$ cat config.mk
export PLATFORM = sky130hd
export DESIGN_NAME = smc_sync_mode_ctrl
export DESIGN_NICKNAME = d
export VERILOG_FILES = /design/src/include/smc_pkg.sv /design/src/smc_sync_mode_ctrl.sv
export VERILOG_INCLUDE_DIRS = /design/src /design/src/include
export SDC_FILE = /design/constraint.sdc
export NUM_CORES = 1
export LEC_CHECK = 0
export BUFFER_PORTS_ARGS = -buffer_cell sky130_fd_sc_hd__buf_2
export CAP_MARGIN = 20
export CORE_MARGIN = 2
export CORE_UTILIZATION = 30
export CTS_BUF_LIST = sky130_fd_sc_hd__clkbuf_8 sky130_fd_sc_hd__clkbuf_16
export CTS_CLUSTER_DIAMETER = 30
export CTS_CLUSTER_SIZE = 40
export DETAILED_ROUTE_END_ITERATION = 8
export GPL_TIMING_DRIVEN = 1
export PLACE_DENSITY_LB_ADDON = 0.3
export SETUP_SLACK_MARGIN = 0.15
export SLEW_MARGIN = 10
export SYNTH_ARGS = -nofsm -noshare
export SYNTH_HDL_FRONTEND = slang
export SYNTH_SLANG_ARGS = --single-unit
export TNS_END_PERCENT = 10
$ cat constraint.sdc
create_clock -name i_mclk -period 1.87 [get_ports i_mclk]
set_input_delay 0.374 -clock i_mclk [delete_from_list [all_inputs] [get_ports i_mclk]]
set_output_delay 0.374 -clock i_mclk [all_outputs]
set_load 0.01 [all_outputs]
$ cat src/include/smc_regs.svh
// register addresses, field positions, reset values and timing for sync and mode control
`ifndef SMC_REGS_SVH
`define SMC_REGS_SVH

`define SMC_WORD_W          32
`define SMC_ADDR_W          5
`define SMC_ADDR_FB_DIV     5'h0a
`define SMC_ADDR_MODE_SYNC  5'h0b
`define SMC_ADDR_DLY_LAST   5'h05

`define SMC_FB_SEL_HI       7
`define SMC_FB_SEL_LO       5
`define SMC_FB_EXT          3'h6

`define SMC_MODE_HI         31
`define SMC_MODE_LO         27
`define SMC_EN_SYNC         26
`define SMC_EXCL_HI         25
`define SMC_EXCL_LO         20
`define SMC_PIN_SEL_HI      19
`define SMC_PIN_SEL_LO      18
`define SMC_QUAL            17
`define SMC_POL             16
`define SMC_AUTO            15
`define SMC_TYPE_HI         14
`define SMC_TYPE_LO         12
`define SMC_XTAL_EN         5

`define SMC_MODE_DUAL_INT    5'h00
`define SMC_MODE_DUAL_INT_ZD 5'h02
`define SMC_MODE_DUAL_EXT    5'h03
`define SMC_MODE_DUAL_EXT_ZD 5'h05
`define SMC_MODE_SL_INT      5'h06
`define SMC_MODE_SL_INT_ZD   5'h08
`define SMC_MODE_SL_EXT      5'h0b
`define SMC_MODE_DIST        5'h10

`define SMC_PIN_LOW          2'h0
`define SMC_PIN_REF2_LOS     2'h1
`define SMC_PIN_REF2_SEL     2'h2
`define SMC_PIN_READBACK     2'h3

`define SMC_TYPE_IN          3'h0
`define SMC_TYPE_IN_PU       3'h1
`define SMC_TYPE_IN_PD       3'h2
`define SMC_TYPE_PP          3'h3
`define SMC_TYPE_PP_INV      3'h4
`define SMC_TYPE_OPEN_SRC    3'h5
`define SMC_TYPE_OPEN_DRN    3'h6

`define SMC_R10_RESET        32'h0000_000a
`define SMC_R11_RESET        32'h0400_000b

`define SMC_CLK_MHZ          25
`define SMC_SYNC_PULSE_NS    400
`define SMC_SYNC_PULSE_CYC   ((`SMC_SYNC_PULSE_NS * `SMC_CLK_MHZ + 999) / 1000)
`define SMC_PULSE_CNT_W      4

`endif

$ cat src/include/smc_pkg.sv
// types shared by the sync and mode control block
package smc_pkg;

  typedef struct packed {
    logic first_loop_pd;
    logic second_loop_en;
    logic zero_delay;
    logic ext_vco;
    logic distribution;
    logic osc_as_ref;
    logic reserved_code;
  } smc_mode_s;

  typedef struct packed {
    logic out;
    logic oe;
    logic pull_up;
    logic pull_down;
  } smc_pin_s;

  typedef struct packed {
    logic clk;
    logic data;
    logic le;
  } smc_ser_s;

endpackage

$ cat src/smc_sync_mode_ctrl.sv
// mode decode, feedback routing, sync generation and clock output gating
//
// Function
// - zero-delay: feedback select routes even output or external feedback to first loop
// - five-bit mode field decodes eight modes, others reserved
// - single-loop modes power down first loop, oscillator input is reference
// - distribution: reference one to outputs 0-11, oscillator to osc out, optional 6-9
// - sync operates only while sync enable is set, default enabled
// - sync enable rising generates sync on non-excluded groups
// - six exclude bits keep output pairs running through sync
// - digital delay loads only on sync, excluded groups ignore it
// - setting exclude never disturbs already synchronized outputs
// - sync holds non-excluded outputs low, release resumes toggling
// - sync pin output select: low, ref two los, ref two selected, readback
// - type 3 drives active high, type 4 drives inverted
// - three-bit pin type: three input kinds, four output kinds
// - qualify times sync edges to feedback-selected running output
// - polarity bit sets input sync level, toggling it makes a sync
// - auto sync on delay register writes at latch enable fall
// - pin as output forces internal sync input low, polarity asserts sync
// - crystal amplifier enable drives oscillator feedback amplifier
`timescale 1ns/1ps
`include "smc_regs.svh"

module smc_sync_mode_ctrl (
  input  wire logic              i_mclk,
  input  wire logic              i_rstn,
  input  wire smc_pkg::smc_ser_s i_ser,
  input  wire logic [11:0]       i_div_clk,
  input  wire logic              i_fb_ext_clk,
  input  wire logic              i_ref1_clk,
  input  wire logic              i_osc_clk,
  input  wire logic              i_dist_osc_to_6_9,
  input  wire logic              i_ref2_los,
  input  wire logic              i_ref2_selected,
  input  wire logic              i_sync_pin_in,
  output smc_pkg::smc_pin_s      o_sync_pin,
  output smc_pkg::smc_mode_s     o_mode,
  output logic                   o_fb_clk,
  output logic [6:0]             o_fb_route,
  output logic                   o_osc_amp_en,
  output logic                   o_osc_out0_clk,
  output logic [11:0]            o_clk_out,
  output logic [5:0]             o_grp_sync,
  output logic [5:0]             o_ddly_load
);

  ////////////////////////////////////////////////////////////////////////////
  function automatic smc_pkg::smc_mode_s decode_mode(input logic [4:0] code);
    smc_pkg::smc_mode_s m;
    m = '0;
    unique case (code)
      `SMC_MODE_DUAL_INT:    m.second_loop_en = 1'b1;
      `SMC_MODE_DUAL_INT_ZD: begin
        m.second_loop_en = 1'b1;
        m.zero_delay     = 1'b1;
      end
      `SMC_MODE_DUAL_EXT: begin
        m.second_loop_en = 1'b1;
        m.ext_vco        = 1'b1;
      end
      `SMC_MODE_DUAL_EXT_ZD: begin
        m.second_loop_en = 1'b1;
        m.ext_vco        = 1'b1;
        m.zero_delay     = 1'b1;
      end
      `SMC_MODE_SL_INT, `SMC_MODE_SL_INT_ZD, `SMC_MODE_SL_EXT: begin
        m.first_loop_pd  = 1'b1;
        m.second_loop_en = 1'b1;
        m.osc_as_ref     = 1'b1;
        m.zero_delay     = (code == `SMC_MODE_SL_INT_ZD);
        m.ext_vco        = (code == `SMC_MODE_SL_EXT);
      end
      `SMC_MODE_DIST: begin
        m.first_loop_pd = 1'b1;
        m.distribution  = 1'b1;
      end
      default: begin
        m.first_loop_pd = 1'b1;
        m.reserved_code = 1'b1;
      end
    endcase
    return m;
  endfunction

  // picks the even output or the external feedback clock
  function automatic logic pick_fb(input logic [2:0] sel, input logic [11:0] clks, input logic ext);
    logic r;
    r = 1'b0;
    if (sel == `SMC_FB_EXT) begin
      r = ext;
    end else if (sel < `SMC_FB_EXT) begin
      r = clks[{sel, 1'b0}];
    end
    return r;
  endfunction

  ////////////////////////////////////////////////////////////////////////////
  logic [31:0] r10_q;
  logic [31:0] r11_q;
  logic [31:0] shift_q;
  logic [31:0] rb_q;
  logic        ser_clk_q;
  logic        ser_le_q;
  logic        auto_pend_q;
  logic [`SMC_PULSE_CNT_W-1:0] pulse_cnt_q;
  logic        qclk_q;
  logic        sync_eff_q;
  logic [5:0]  grp_sync_q;
  logic [5:0]  sync_mask_q;

  wire logic       clk_rise = i_ser.clk & ~ser_clk_q;
  wire logic       le_rise  = i_ser.le & ~ser_le_q;
  wire logic       le_fall  = ~i_ser.le & ser_le_q;
  wire logic [4:0] wr_addr  = shift_q[`SMC_ADDR_W-1:0];

  wire logic [4:0] mode_code = r11_q[`SMC_MODE_HI:`SMC_MODE_LO];
  wire logic       en_sync   = r11_q[`SMC_EN_SYNC];
  wire logic [5:0] excl      = r11_q[`SMC_EXCL_HI:`SMC_EXCL_LO];
  wire logic [1:0] pin_sel   = r11_q[`SMC_PIN_SEL_HI:`SMC_PIN_SEL_LO];
  wire logic       qual      = r11_q[`SMC_QUAL];
  wire logic       pol       = r11_q[`SMC_POL];
  wire logic       auto_en   = r11_q[`SMC_AUTO];
  wire logic [2:0] pin_type  = r11_q[`SMC_TYPE_HI:`SMC_TYPE_LO];
  wire logic [2:0] fb_sel    = r10_q[`SMC_FB_SEL_HI:`SMC_FB_SEL_LO];

  ////////////////////////////////////////////////////////////////////////////
  // serial port: shift on clock rise, latch on latch enable rise
  always_ff @(posedge i_mclk) begin
    if (!i_rstn) begin
      ser_clk_q <= 1'b0;
      ser_le_q  <= 1'b0;
    end else begin
      ser_clk_q <= i_ser.clk;
      ser_le_q  <= i_ser.le;
    end
  end

  always_ff @(posedge i_mclk) begin
    if (!i_rstn) begin
      shift_q <= 32'h0000_0000;
    end else if (clk_rise && !i_ser.le) begin
      shift_q <= {shift_q[30:0], i_ser.data};
    end
  end

  always_ff @(posedge i_mclk) begin
    if (!i_rstn) begin
      r10_q <= `SMC_R10_RESET;
      r11_q <= `SMC_R11_RESET;
    end else if (le_rise) begin
      if (wr_addr == `SMC_ADDR_FB_DIV) begin
        r10_q <= shift_q;
      end
      if (wr_addr == `SMC_ADDR_MODE_SYNC) begin
        r11_q <= shift_q;
      end
    end
  end

  // readback of the addressed register, shifted out msb first
  always_ff @(posedge i_mclk) begin
    if (!i_rstn) begin
      rb_q <= 32'h0000_0000;
    end else if (le_rise) begin
      rb_q <= (wr_addr == `SMC_ADDR_FB_DIV) ? r10_q :
              (wr_addr == `SMC_ADDR_MODE_SYNC) ? r11_q : 32'h0000_0000;
    end else if (clk_rise && !i_ser.le) begin
      rb_q <= {rb_q[30:0], 1'b0};
    end
  end

  ////////////////////////////////////////////////////////////////////////////
  // internal sync pulses: enable rise and auto sync on delay writes
  always_ff @(posedge i_mclk) begin
    if (!i_rstn) begin
      auto_pend_q <= 1'b0;
    end else if (le_rise) begin
      auto_pend_q <= auto_en && (wr_addr <= `SMC_ADDR_DLY_LAST);
    end else if (le_fall) begin
      auto_pend_q <= 1'b0;
    end
  end

  wire logic en_rise = le_rise && (wr_addr == `SMC_ADDR_MODE_SYNC) && !en_sync && shift_q[`SMC_EN_SYNC];

  always_ff @(posedge i_mclk) begin
    if (!i_rstn) begin
      pulse_cnt_q <= '0;
    end else if (en_rise || (le_fall && auto_pend_q)) begin
      pulse_cnt_q <= `SMC_PULSE_CNT_W'(`SMC_SYNC_PULSE_CYC);
    end else if (pulse_cnt_q != '0) begin
      pulse_cnt_q <= pulse_cnt_q - `SMC_PULSE_CNT_W'(1);
    end
  end

  ////////////////////////////////////////////////////////////////////////////
  // sync level: pin forced low when output, polarity applied
  wire logic pin_is_out = (pin_type >= `SMC_TYPE_PP) && (pin_type <= `SMC_TYPE_OPEN_DRN);
  wire logic pin_level  = pin_is_out ? 1'b0 : i_sync_pin_in;
  wire logic sync_raw   = en_sync && ((pin_level ^ pol) || (pulse_cnt_q != '0));
  wire logic qclk       = pick_fb(fb_sel, i_div_clk, i_fb_ext_clk);

  always_ff @(posedge i_mclk) begin
    if (!i_rstn) begin
      qclk_q <= 1'b0;
    end else begin
      qclk_q <= qclk;
    end
  end

  // qualified sync moves only on a falling edge of the feedback output
  always_ff @(posedge i_mclk) begin
    if (!i_rstn) begin
      sync_eff_q <= 1'b0;
    end else if (!qual || (qclk_q && !qclk)) begin
      sync_eff_q <= sync_raw;
    end
  end

  // group set taken while idle and frozen through the event, so a late
  // exclude write cannot release a pair early and skew it from its partners
  always_ff @(posedge i_mclk) begin
    if (!i_rstn) begin
      sync_mask_q <= 6'h00;
    end else if (!sync_eff_q) begin
      sync_mask_q <= ~excl;
    end
  end

  wire logic [5:0] grp_sync_d = {6{sync_eff_q}} & sync_mask_q;

  always_ff @(posedge i_mclk) begin
    if (!i_rstn) begin
      grp_sync_q <= 6'h00;
    end else begin
      grp_sync_q <= grp_sync_d;
    end
  end

  // delay values load as a group leaves sync
  always_ff @(posedge i_mclk) begin
    if (!i_rstn) begin
      o_ddly_load <= 6'h00;
    end else begin
      o_ddly_load <= grp_sync_q & ~grp_sync_d;
    end
  end

  assign o_grp_sync = grp_sync_q;

  ////////////////////////////////////////////////////////////////////////////
  // clock outputs: source select then sync gating
  logic [11:0] clk_src;
  always_comb begin
    clk_src = i_div_clk;
    if (o_mode.distribution) begin
      clk_src = {12{i_ref1_clk}};
      if (i_dist_osc_to_6_9) begin
        clk_src[9:6] = {4{i_osc_clk}};
      end
    end
  end

  always_comb begin
    for (int i = 0; i < 12; i++) begin
      o_clk_out[i] = clk_src[i] & ~grp_sync_q[i/2];
    end
  end

  assign o_osc_out0_clk = i_osc_clk;

  ////////////////////////////////////////////////////////////////////////////
  // mode, feedback route and oscillator amplifier
  wire smc_pkg::smc_mode_s mode_d = decode_mode(mode_code);

  always_ff @(posedge i_mclk) begin
    if (!i_rstn) begin
      o_mode <= '0;
    end else begin
      o_mode <= mode_d;
    end
  end

  // route one-hot only for a defined select in a zero-delay mode
  always_ff @(posedge i_mclk) begin
    if (!i_rstn) begin
      o_fb_route <= 7'h00;
    end else if (mode_d.zero_delay && fb_sel <= `SMC_FB_EXT) begin
      o_fb_route <= 7'h01 << fb_sel;
    end else begin
      o_fb_route <= 7'h00;
    end
  end

  always_ff @(posedge i_mclk) begin
    if (!i_rstn) begin
      o_osc_amp_en <= 1'b0;
    end else begin
      o_osc_amp_en <= r11_q[`SMC_XTAL_EN];
    end
  end

  assign o_fb_clk = o_mode.zero_delay ? qclk : 1'b0;

  ////////////////////////////////////////////////////////////////////////////
  // sync pin driver
  logic pin_val;
  always_comb begin
    unique case (pin_sel)
      `SMC_PIN_LOW:      pin_val = 1'b0;
      `SMC_PIN_REF2_LOS: pin_val = i_ref2_los;
      `SMC_PIN_REF2_SEL: pin_val = i_ref2_selected;
      `SMC_PIN_READBACK: pin_val = rb_q[31];
    endcase
  end

  always_ff @(posedge i_mclk) begin
    if (!i_rstn) begin
      o_sync_pin <= '0;
    end else begin
      o_sync_pin <= '0;
      unique case (pin_type)
        `SMC_TYPE_IN_PU: o_sync_pin.pull_up <= 1'b1;
        `SMC_TYPE_IN_PD: o_sync_pin.pull_down <= 1'b1;
        `SMC_TYPE_PP: begin
          o_sync_pin.out <= pin_val;
          o_sync_pin.oe  <= 1'b1;
        end
        `SMC_TYPE_PP_INV: begin
          o_sync_pin.out <= ~pin_val;
          o_sync_pin.oe  <= 1'b1;
        end
        `SMC_TYPE_OPEN_SRC: begin
          o_sync_pin.out <= 1'b1;
          o_sync_pin.oe  <= pin_val;
        end
        `SMC_TYPE_OPEN_DRN: begin
          o_sync_pin.out <= 1'b0;
          o_sync_pin.oe  <= ~pin_val;
        end
        default: o_sync_pin <= '0;
      endcase
    end
  end

endmodule

# Word level (Yosys, flattened, before mapping)
# Cells that the tools add are included.
[op_classes] shifts=1 bitwise_logic=31 reduce_logical=33 n_mux=27 eq_ne=19 order_cmp=6 n_addsub=1
[op_table] operator="32-bit 2-to-1 mux" n=4
[op_table] operator="5-bit by 4-bit == test with 1-bit output, second input constant" n=4
[op_table] operator="1-bit AND" n=15
[op_table] operator="1-bit 2-to-1 mux" n=14
[op_table] operator="6-bit AND" n=2
[op_table] operator="3-bit == test, second input constant" n=4
[op_table] operator="12-bit 2-to-1 mux" n=1
[op_table] operator="4-bit 2-to-1 mux" n=3
[op_table] operator="6-bit inverter" n=2
[op_table] operator="1-bit inverter" n=11
[op_table] operator="5-bit by 2-bit == test with 1-bit output, second input constant" n=2
[op_table] operator="5-bit by 3-bit == test with 1-bit output, second input constant" n=2
[op_table] operator="1-bit logical AND" n=10
[op_table] operator="2-bit case mux with 4 select lines" n=1
[op_table] operator="8-bit OR reduction" n=1
[op_table] operator="7-bit OR reduction" n=1
[op_table] operator="1-bit by 3-bit left shift with 7-bit output, first input constant" n=1
[op_table] operator="3-bit by 2-bit == test with 1-bit output, second input constant" n=2
[op_table] operator="3-bit less-or-equal comparator, second input constant" n=2
[op_table] operator="2-bit AND reduction" n=3
[op_table] operator="2-bit nonzero test" n=3
[op_table] operator="2-bit OR reduction" n=3
[op_table] operator="5-bit == test, second input constant" n=1
[op_table] operator="5-bit by 3-bit less-or-equal comparator with 1-bit output, second input constant" n=1
[op_table] operator="18 further kinds" n=25
[word_totals] word_cells=145 inputBits=24 register_bits=174

# Logic depth before layout (Yosys ltp)
[depth] depth_word=7 depth_mapped=8 mapped_depth_nobuf=6

# Worst setup path before layout
# OpenSTA, ideal clock, no wires.
[synth_path] kind="input port to flip-flop" from="input i_ser[0] (netlist bit)" to="register rb_q[0]" required_time_ns=1.742 setup_slack_ns=0.125 path_buffers=2 t_arrival_ns=1.618 path_stages=7 path_cell_list="ha_1 and4bb_1 and3_1 buf_2 buf_2 a222oi_1 nor2_1"
[synth_via] elab_chain_len=3 word_cells_on_any_way=5 classes_between="1 x mux; 1 x bitwise; 3 x reduce/logical"
[synth_lines] item="from (decl)" line="smc_sync_mode_ctrl.sv:28" source="input wire smc_pkg::smc_ser_s i_ser,"
[synth_lines] item="1-bit logical NOT" line="smc_sync_mode_ctrl.sv:168" source="end else if (clk_rise && !i_ser.le) begin"
[synth_lines] item="1-bit logical AND" line="smc_sync_mode_ctrl.sv:168"
[synth_lines] item="2-bit nonzero test (no source line)"
[synth_lines] item="to (signal assigned)" line="smc_sync_mode_ctrl.sv:166" source="rb_q <= (wr_addr == `SMC_ADDR_FB_DIV) ? r10_q :"
[synth_lines] item="to (signal assigned)" line="smc_sync_mode_ctrl.sv:169" source="rb_q <= {rb_q[30:0], 1'b0};"
[synth_lines] item="to (decl)" line="smc_sync_mode_ctrl.sv:102" source="logic [31:0] rb_q;"
# Several ways; a longest one is shown, not always the timed one.
# A chain may end at the register's enable or synchronous reset.

# Final worst setup path
[layout_path] from="register r10_q[6]" to="output o_fb_clk"
[layout_via] elab_chain_len=5 word_cells_on_any_way=7 classes_between="1 x order compare; 1 x eq/ne; 5 x mux"
[layout_lines] item="from (decl)" line="smc_sync_mode_ctrl.sv:99" source="logic [31:0] r10_q;"
[layout_lines] item="from (signal assigned)" line="smc_sync_mode_ctrl.sv:149" source="r10_q <= `SMC_R10_RESET;"
[layout_lines] item="from (signal assigned)" line="smc_sync_mode_ctrl.sv:153" source="r10_q <= shift_q;"
[layout_lines] item="1-bit binary-select mux with 3-bit select" line="smc_sync_mode_ctrl.sv:93" source="r = clks[{sel, 1'b0}];"
[layout_lines] item="1-bit 2-to-1 mux (implied by the code)" line="smc_sync_mode_ctrl.sv:93"
[layout_lines] item="1-bit 2-to-1 mux" line="smc_sync_mode_ctrl.sv:92" source="end else if (sel < `SMC_FB_EXT) begin"
[layout_lines] item="1-bit 2-to-1 mux *" line="smc_sync_mode_ctrl.sv:90" source="if (sel == `SMC_FB_EXT) begin"
[layout_lines] item="1-bit 2-to-1 mux *" line="smc_sync_mode_ctrl.sv:304" source="assign o_fb_clk = o_mode.zero_delay ? qclk : 1'b0;"
[layout_lines] item="to (decl)" line="smc_sync_mode_ctrl.sv:39" source="output logic o_fb_clk,"
# Mark *: on every way between the ends. The rest lies on a longest branch, timed or not. The select of a mux whose other input is x is not followed.

==> flow_metrics.tcl <==
set metrics [dict create \
    place_congestion 0.750 \
    synth-xor-area-share 0.00262 \
    skew_ps 10.7 \
    fin_ws_ps -144 \
    n_antenna_cell 0 \
    fill_cells 2252 \
    arrival_ps 1640 \
    cts-root-buf "clkbuf_16" \
    cts_max_level 4 \
    num_rows 54 \
    ys_seq_area_frac 0.520 \
    cts_tree "done" \
    setup_viol_count_final 1 \
    overflow 0 \
    cts_buffers 17 \
    insertion_delay_ps 430 \
    fin_nets 887 \
    end_kind "primary output" \
    drt_first_pass_iters 4 \
    drv_cap 0 \
    synthAdderAreaFrac 0.00374 \
    grt_max_degree 62 \
    ant_nets 0 \
    core-area_um2 21900 \
    yosysTopAreaCellShare 0.520 \
    status "finished with violations" \
    ir_drop_v 0.000404 \
    finalPower_mw 7.58 \
    r2r_start "ser_le_q$_SDFF_PN0_" \
    die-height_um 153 \
    num_vias 5666 \
    crit_type "reg2out" \
    slew_violations 0 \
    grt_usage 0.138 \
    synth_largest_area_cell "dfxtp_1" \
    grt_antenna_before_repair 0 \
    final_hold_viol_count 0 \
    ff2ff_path_depth 6 \
    synth.cell_area_um2 6700 \
    tightest_slew_ps 527 \
    worstSetupEndpoint "o_fb_clk" \
    drt-initial-drc-count 366 \
    yosysWarnings 0 \
    dpl.hpwl_mm 10.1 \
    synth_mux_area_frac 0.0140 \
    hp-class "in2reg" \
    synthTopCellsByArea "dfxtp_1 52%, nand2_1 11%, a21oi_1 10%" \
    leakagePower_nw 3.07 \
    synth_top_family_by_area "compound AO/OA/AOI/OAI gates" \
    syn_inst 802 \
    fin_crit_ps 2010 \
    final_common_cell "nand2_1" \
    clkPwrFrac 0.442 \
    synth-simple-area-share 0.198 \
    pre_cts_ws_ps 3.50 \
    floorplan.initialDensity 0.306 \
    place_inst 1118 \
    clock-sinks 174 \
    max_freq_ghz 0.497 \
    rsz0062_at_grt "yes" \
    required_ps 1500 \
    synth_cell_types 48 \
    post-route-period-util 1.08 \
    ys_seq_elements 174 \
    powerDensity_nw_per_um2 909 \
    startpoint "r10_q[6]$_SDFFE_PN0P_" \
    syn_nets 828 \
    clockBufferDepth 2 \
    relSlewSlack 0.648 \
    path_max_fanout 5 \
    wl_per_cell_um 14.2 \
    die_w_um 153 \
    start_kind "flip-flop" \
    switching_power_mw 1.77 \
    ctsHoldBuffers 0 \
    pin_count 69 \
    timing.rr.end "r10_q[3]$_SDFFE_PN1P_" \
    synthFlopType "dfxtp_1" \
    seqPwrFrac 0.503 \
    grt_pass1_wl_mm 26.7 \
    via_per_inst 4.91 \
    die_area_um2 23500 \
    route.detailed.drc 0 \
    layout-drive-gt1-share 0.221 \
    synth_compound_area_frac 0.215 \
    avgSynthCellArea_um2 8.35 \
    synth_edf_count 0 \
    layout_common_cells "189 x nand2_1, 171 x dfxtp_1, 126 x a21oi_1, 68 x buf_2, 35 x o21ai_0" \
    async_reset_ff_frac 0 \
    p_comb_frac 0.054 \
    io_buffers 68 \
    violations "setup timing" \
    path_clk_slew_ps 60 \
    fin_cells 1154 \
    intPower_mw 5.81 \
    p_sw_frac 0.234 \
    whs_path_depth 3 \
    r2r_slack_ps 50 \
    wl_mm 16.4 \
    tns_ps -144 \
    synthToLayoutAreaGrowth_pct 24.5 \
    first_global_vias 5207 \
]
[layer usage]
layer  global-route usage  share of wire
met3               0.0306          0.045
met1                0.183           0.47
met4               0.0433          0.012
met2                0.225           0.47
met5                    0              0
[worst min-delay path by stage]
stage                                         end  slack, ps                   from
final                     shift_q[0]$_SDFFE_PN0P_        180               i_ser[1]
after global routing         ser_clk_q$_SDFF_PN0_        200               i_ser[2]
after CTS                 shift_q[0]$_SDFFE_PN0P_        170               i_ser[1]
after detailed placement    r10_q[3]$_SDFFE_PN1P_        430  r10_q[3]$_SDFFE_PN1P_
after global placement      r11_q[3]$_SDFFE_PN1N_        430  r11_q[3]$_SDFFE_PN1N_
after floorplan             r10_q[1]$_SDFFE_PN1P_        420  r10_q[1]$_SDFFE_PN1P_
[cells by family (layout without fill, tap and decap cells)]
kind of cell,Yosys count,after routing
compound gates,246,246
xor+xnor,2,2
fa+ha+maj,2,2
buf+inv,72,144
flops,174,174
mux,8,8
simple gates,298,298
[power by group through the flow]
stage | sequential [mW] | combinational, mW | clock, mW
after detailed placement | 3.90 | 0.396 | 0
after global placement | 3.90 | 0.395 | 0
after floorplan | 3.88 | 0.243 | 0
final | 3.81 | 0.412 | 3.35
after global routing | 3.82 | 0.452 | 3.61
after CTS | 3.81 | 0.400 | 3.45
[state kept, by name (all words and copies together), names as in the netlist]
| signal | cells |
|---|---|
| auto_pend_q | 1 |
| o_ddly_load | 6 |
| o_fb_route | 7 |
| o_grp_sync | 6 |
| o_mode | 7 |
| o_osc_amp_en | 1 |
| o_sync_pin | 4 |
| pulse_cnt_q | 4 |
| qclk_q | 1 |
| r10_q | 32 |
| r11_q | 32 |
| rb_q | 32 |
| ser_clk_q | 1 |
| ser_le_q | 1 |
| shift_q | 32 |
| sync_eff_q | 1 |
| sync_mask_q | 6 |
[synthesized netlist by cell type (all sizes together), types with 5 or more instances]
cell type / number
a22oi: 27
nand3: 5
inv: 10
a21oi: 134
clkbuf: 44
or3: 5
nor3: 6
nor2: 29
nand2b: 16
dfxtp: 174
o21bai: 27
nand2: 192
and3: 20
or2: 6
o21ai: 36
buf: 18
mux2i: 6
[worst max-delay path, stage by stage (launching register included)]
cell,delay [ps]
dfxtp_4,360
nand2b_4,130
mux4_2,500
nor2_2,100
buf_2,130
[what timing repair did]
| action | in CTS | in global routing |
|---|---|---|
| setup buffers | 1 | 1 |
| pin swaps | 1 | 42 |
| gates resized for setup | 8 | 49 |
| gates cloned | 0 | 2 |
| endpoints found under the setup margin | 20 | 58 |
[metrics by stage]
step,util,area [um2],hold slack [ps]
floorplan,-,6700,416
global placement,0.341,7470,428
detailed placement,0.341,7470,432
CTS,0.368,8060,166
global route,0.381,8330,201
finish,0.381,8330,181
[area by class of cell]
class / count / area [um2] / area share
Sequential cell: 174 / 3490 / 0.419
Multi-Input combinational cell: 556 / 3130 / 0.376
Timing Repair Buffer: 102 / 763 / 0.0916
Clock buffer: 18 / 439 / 0.0527
Tap cell: 280 / 350 / 0.0420
Clock inverter: 14 / 120 / 0.0144
Inverter: 10 / 38.8 / 0.00465
Note: power is estimated with default switching activity, not from simulation.
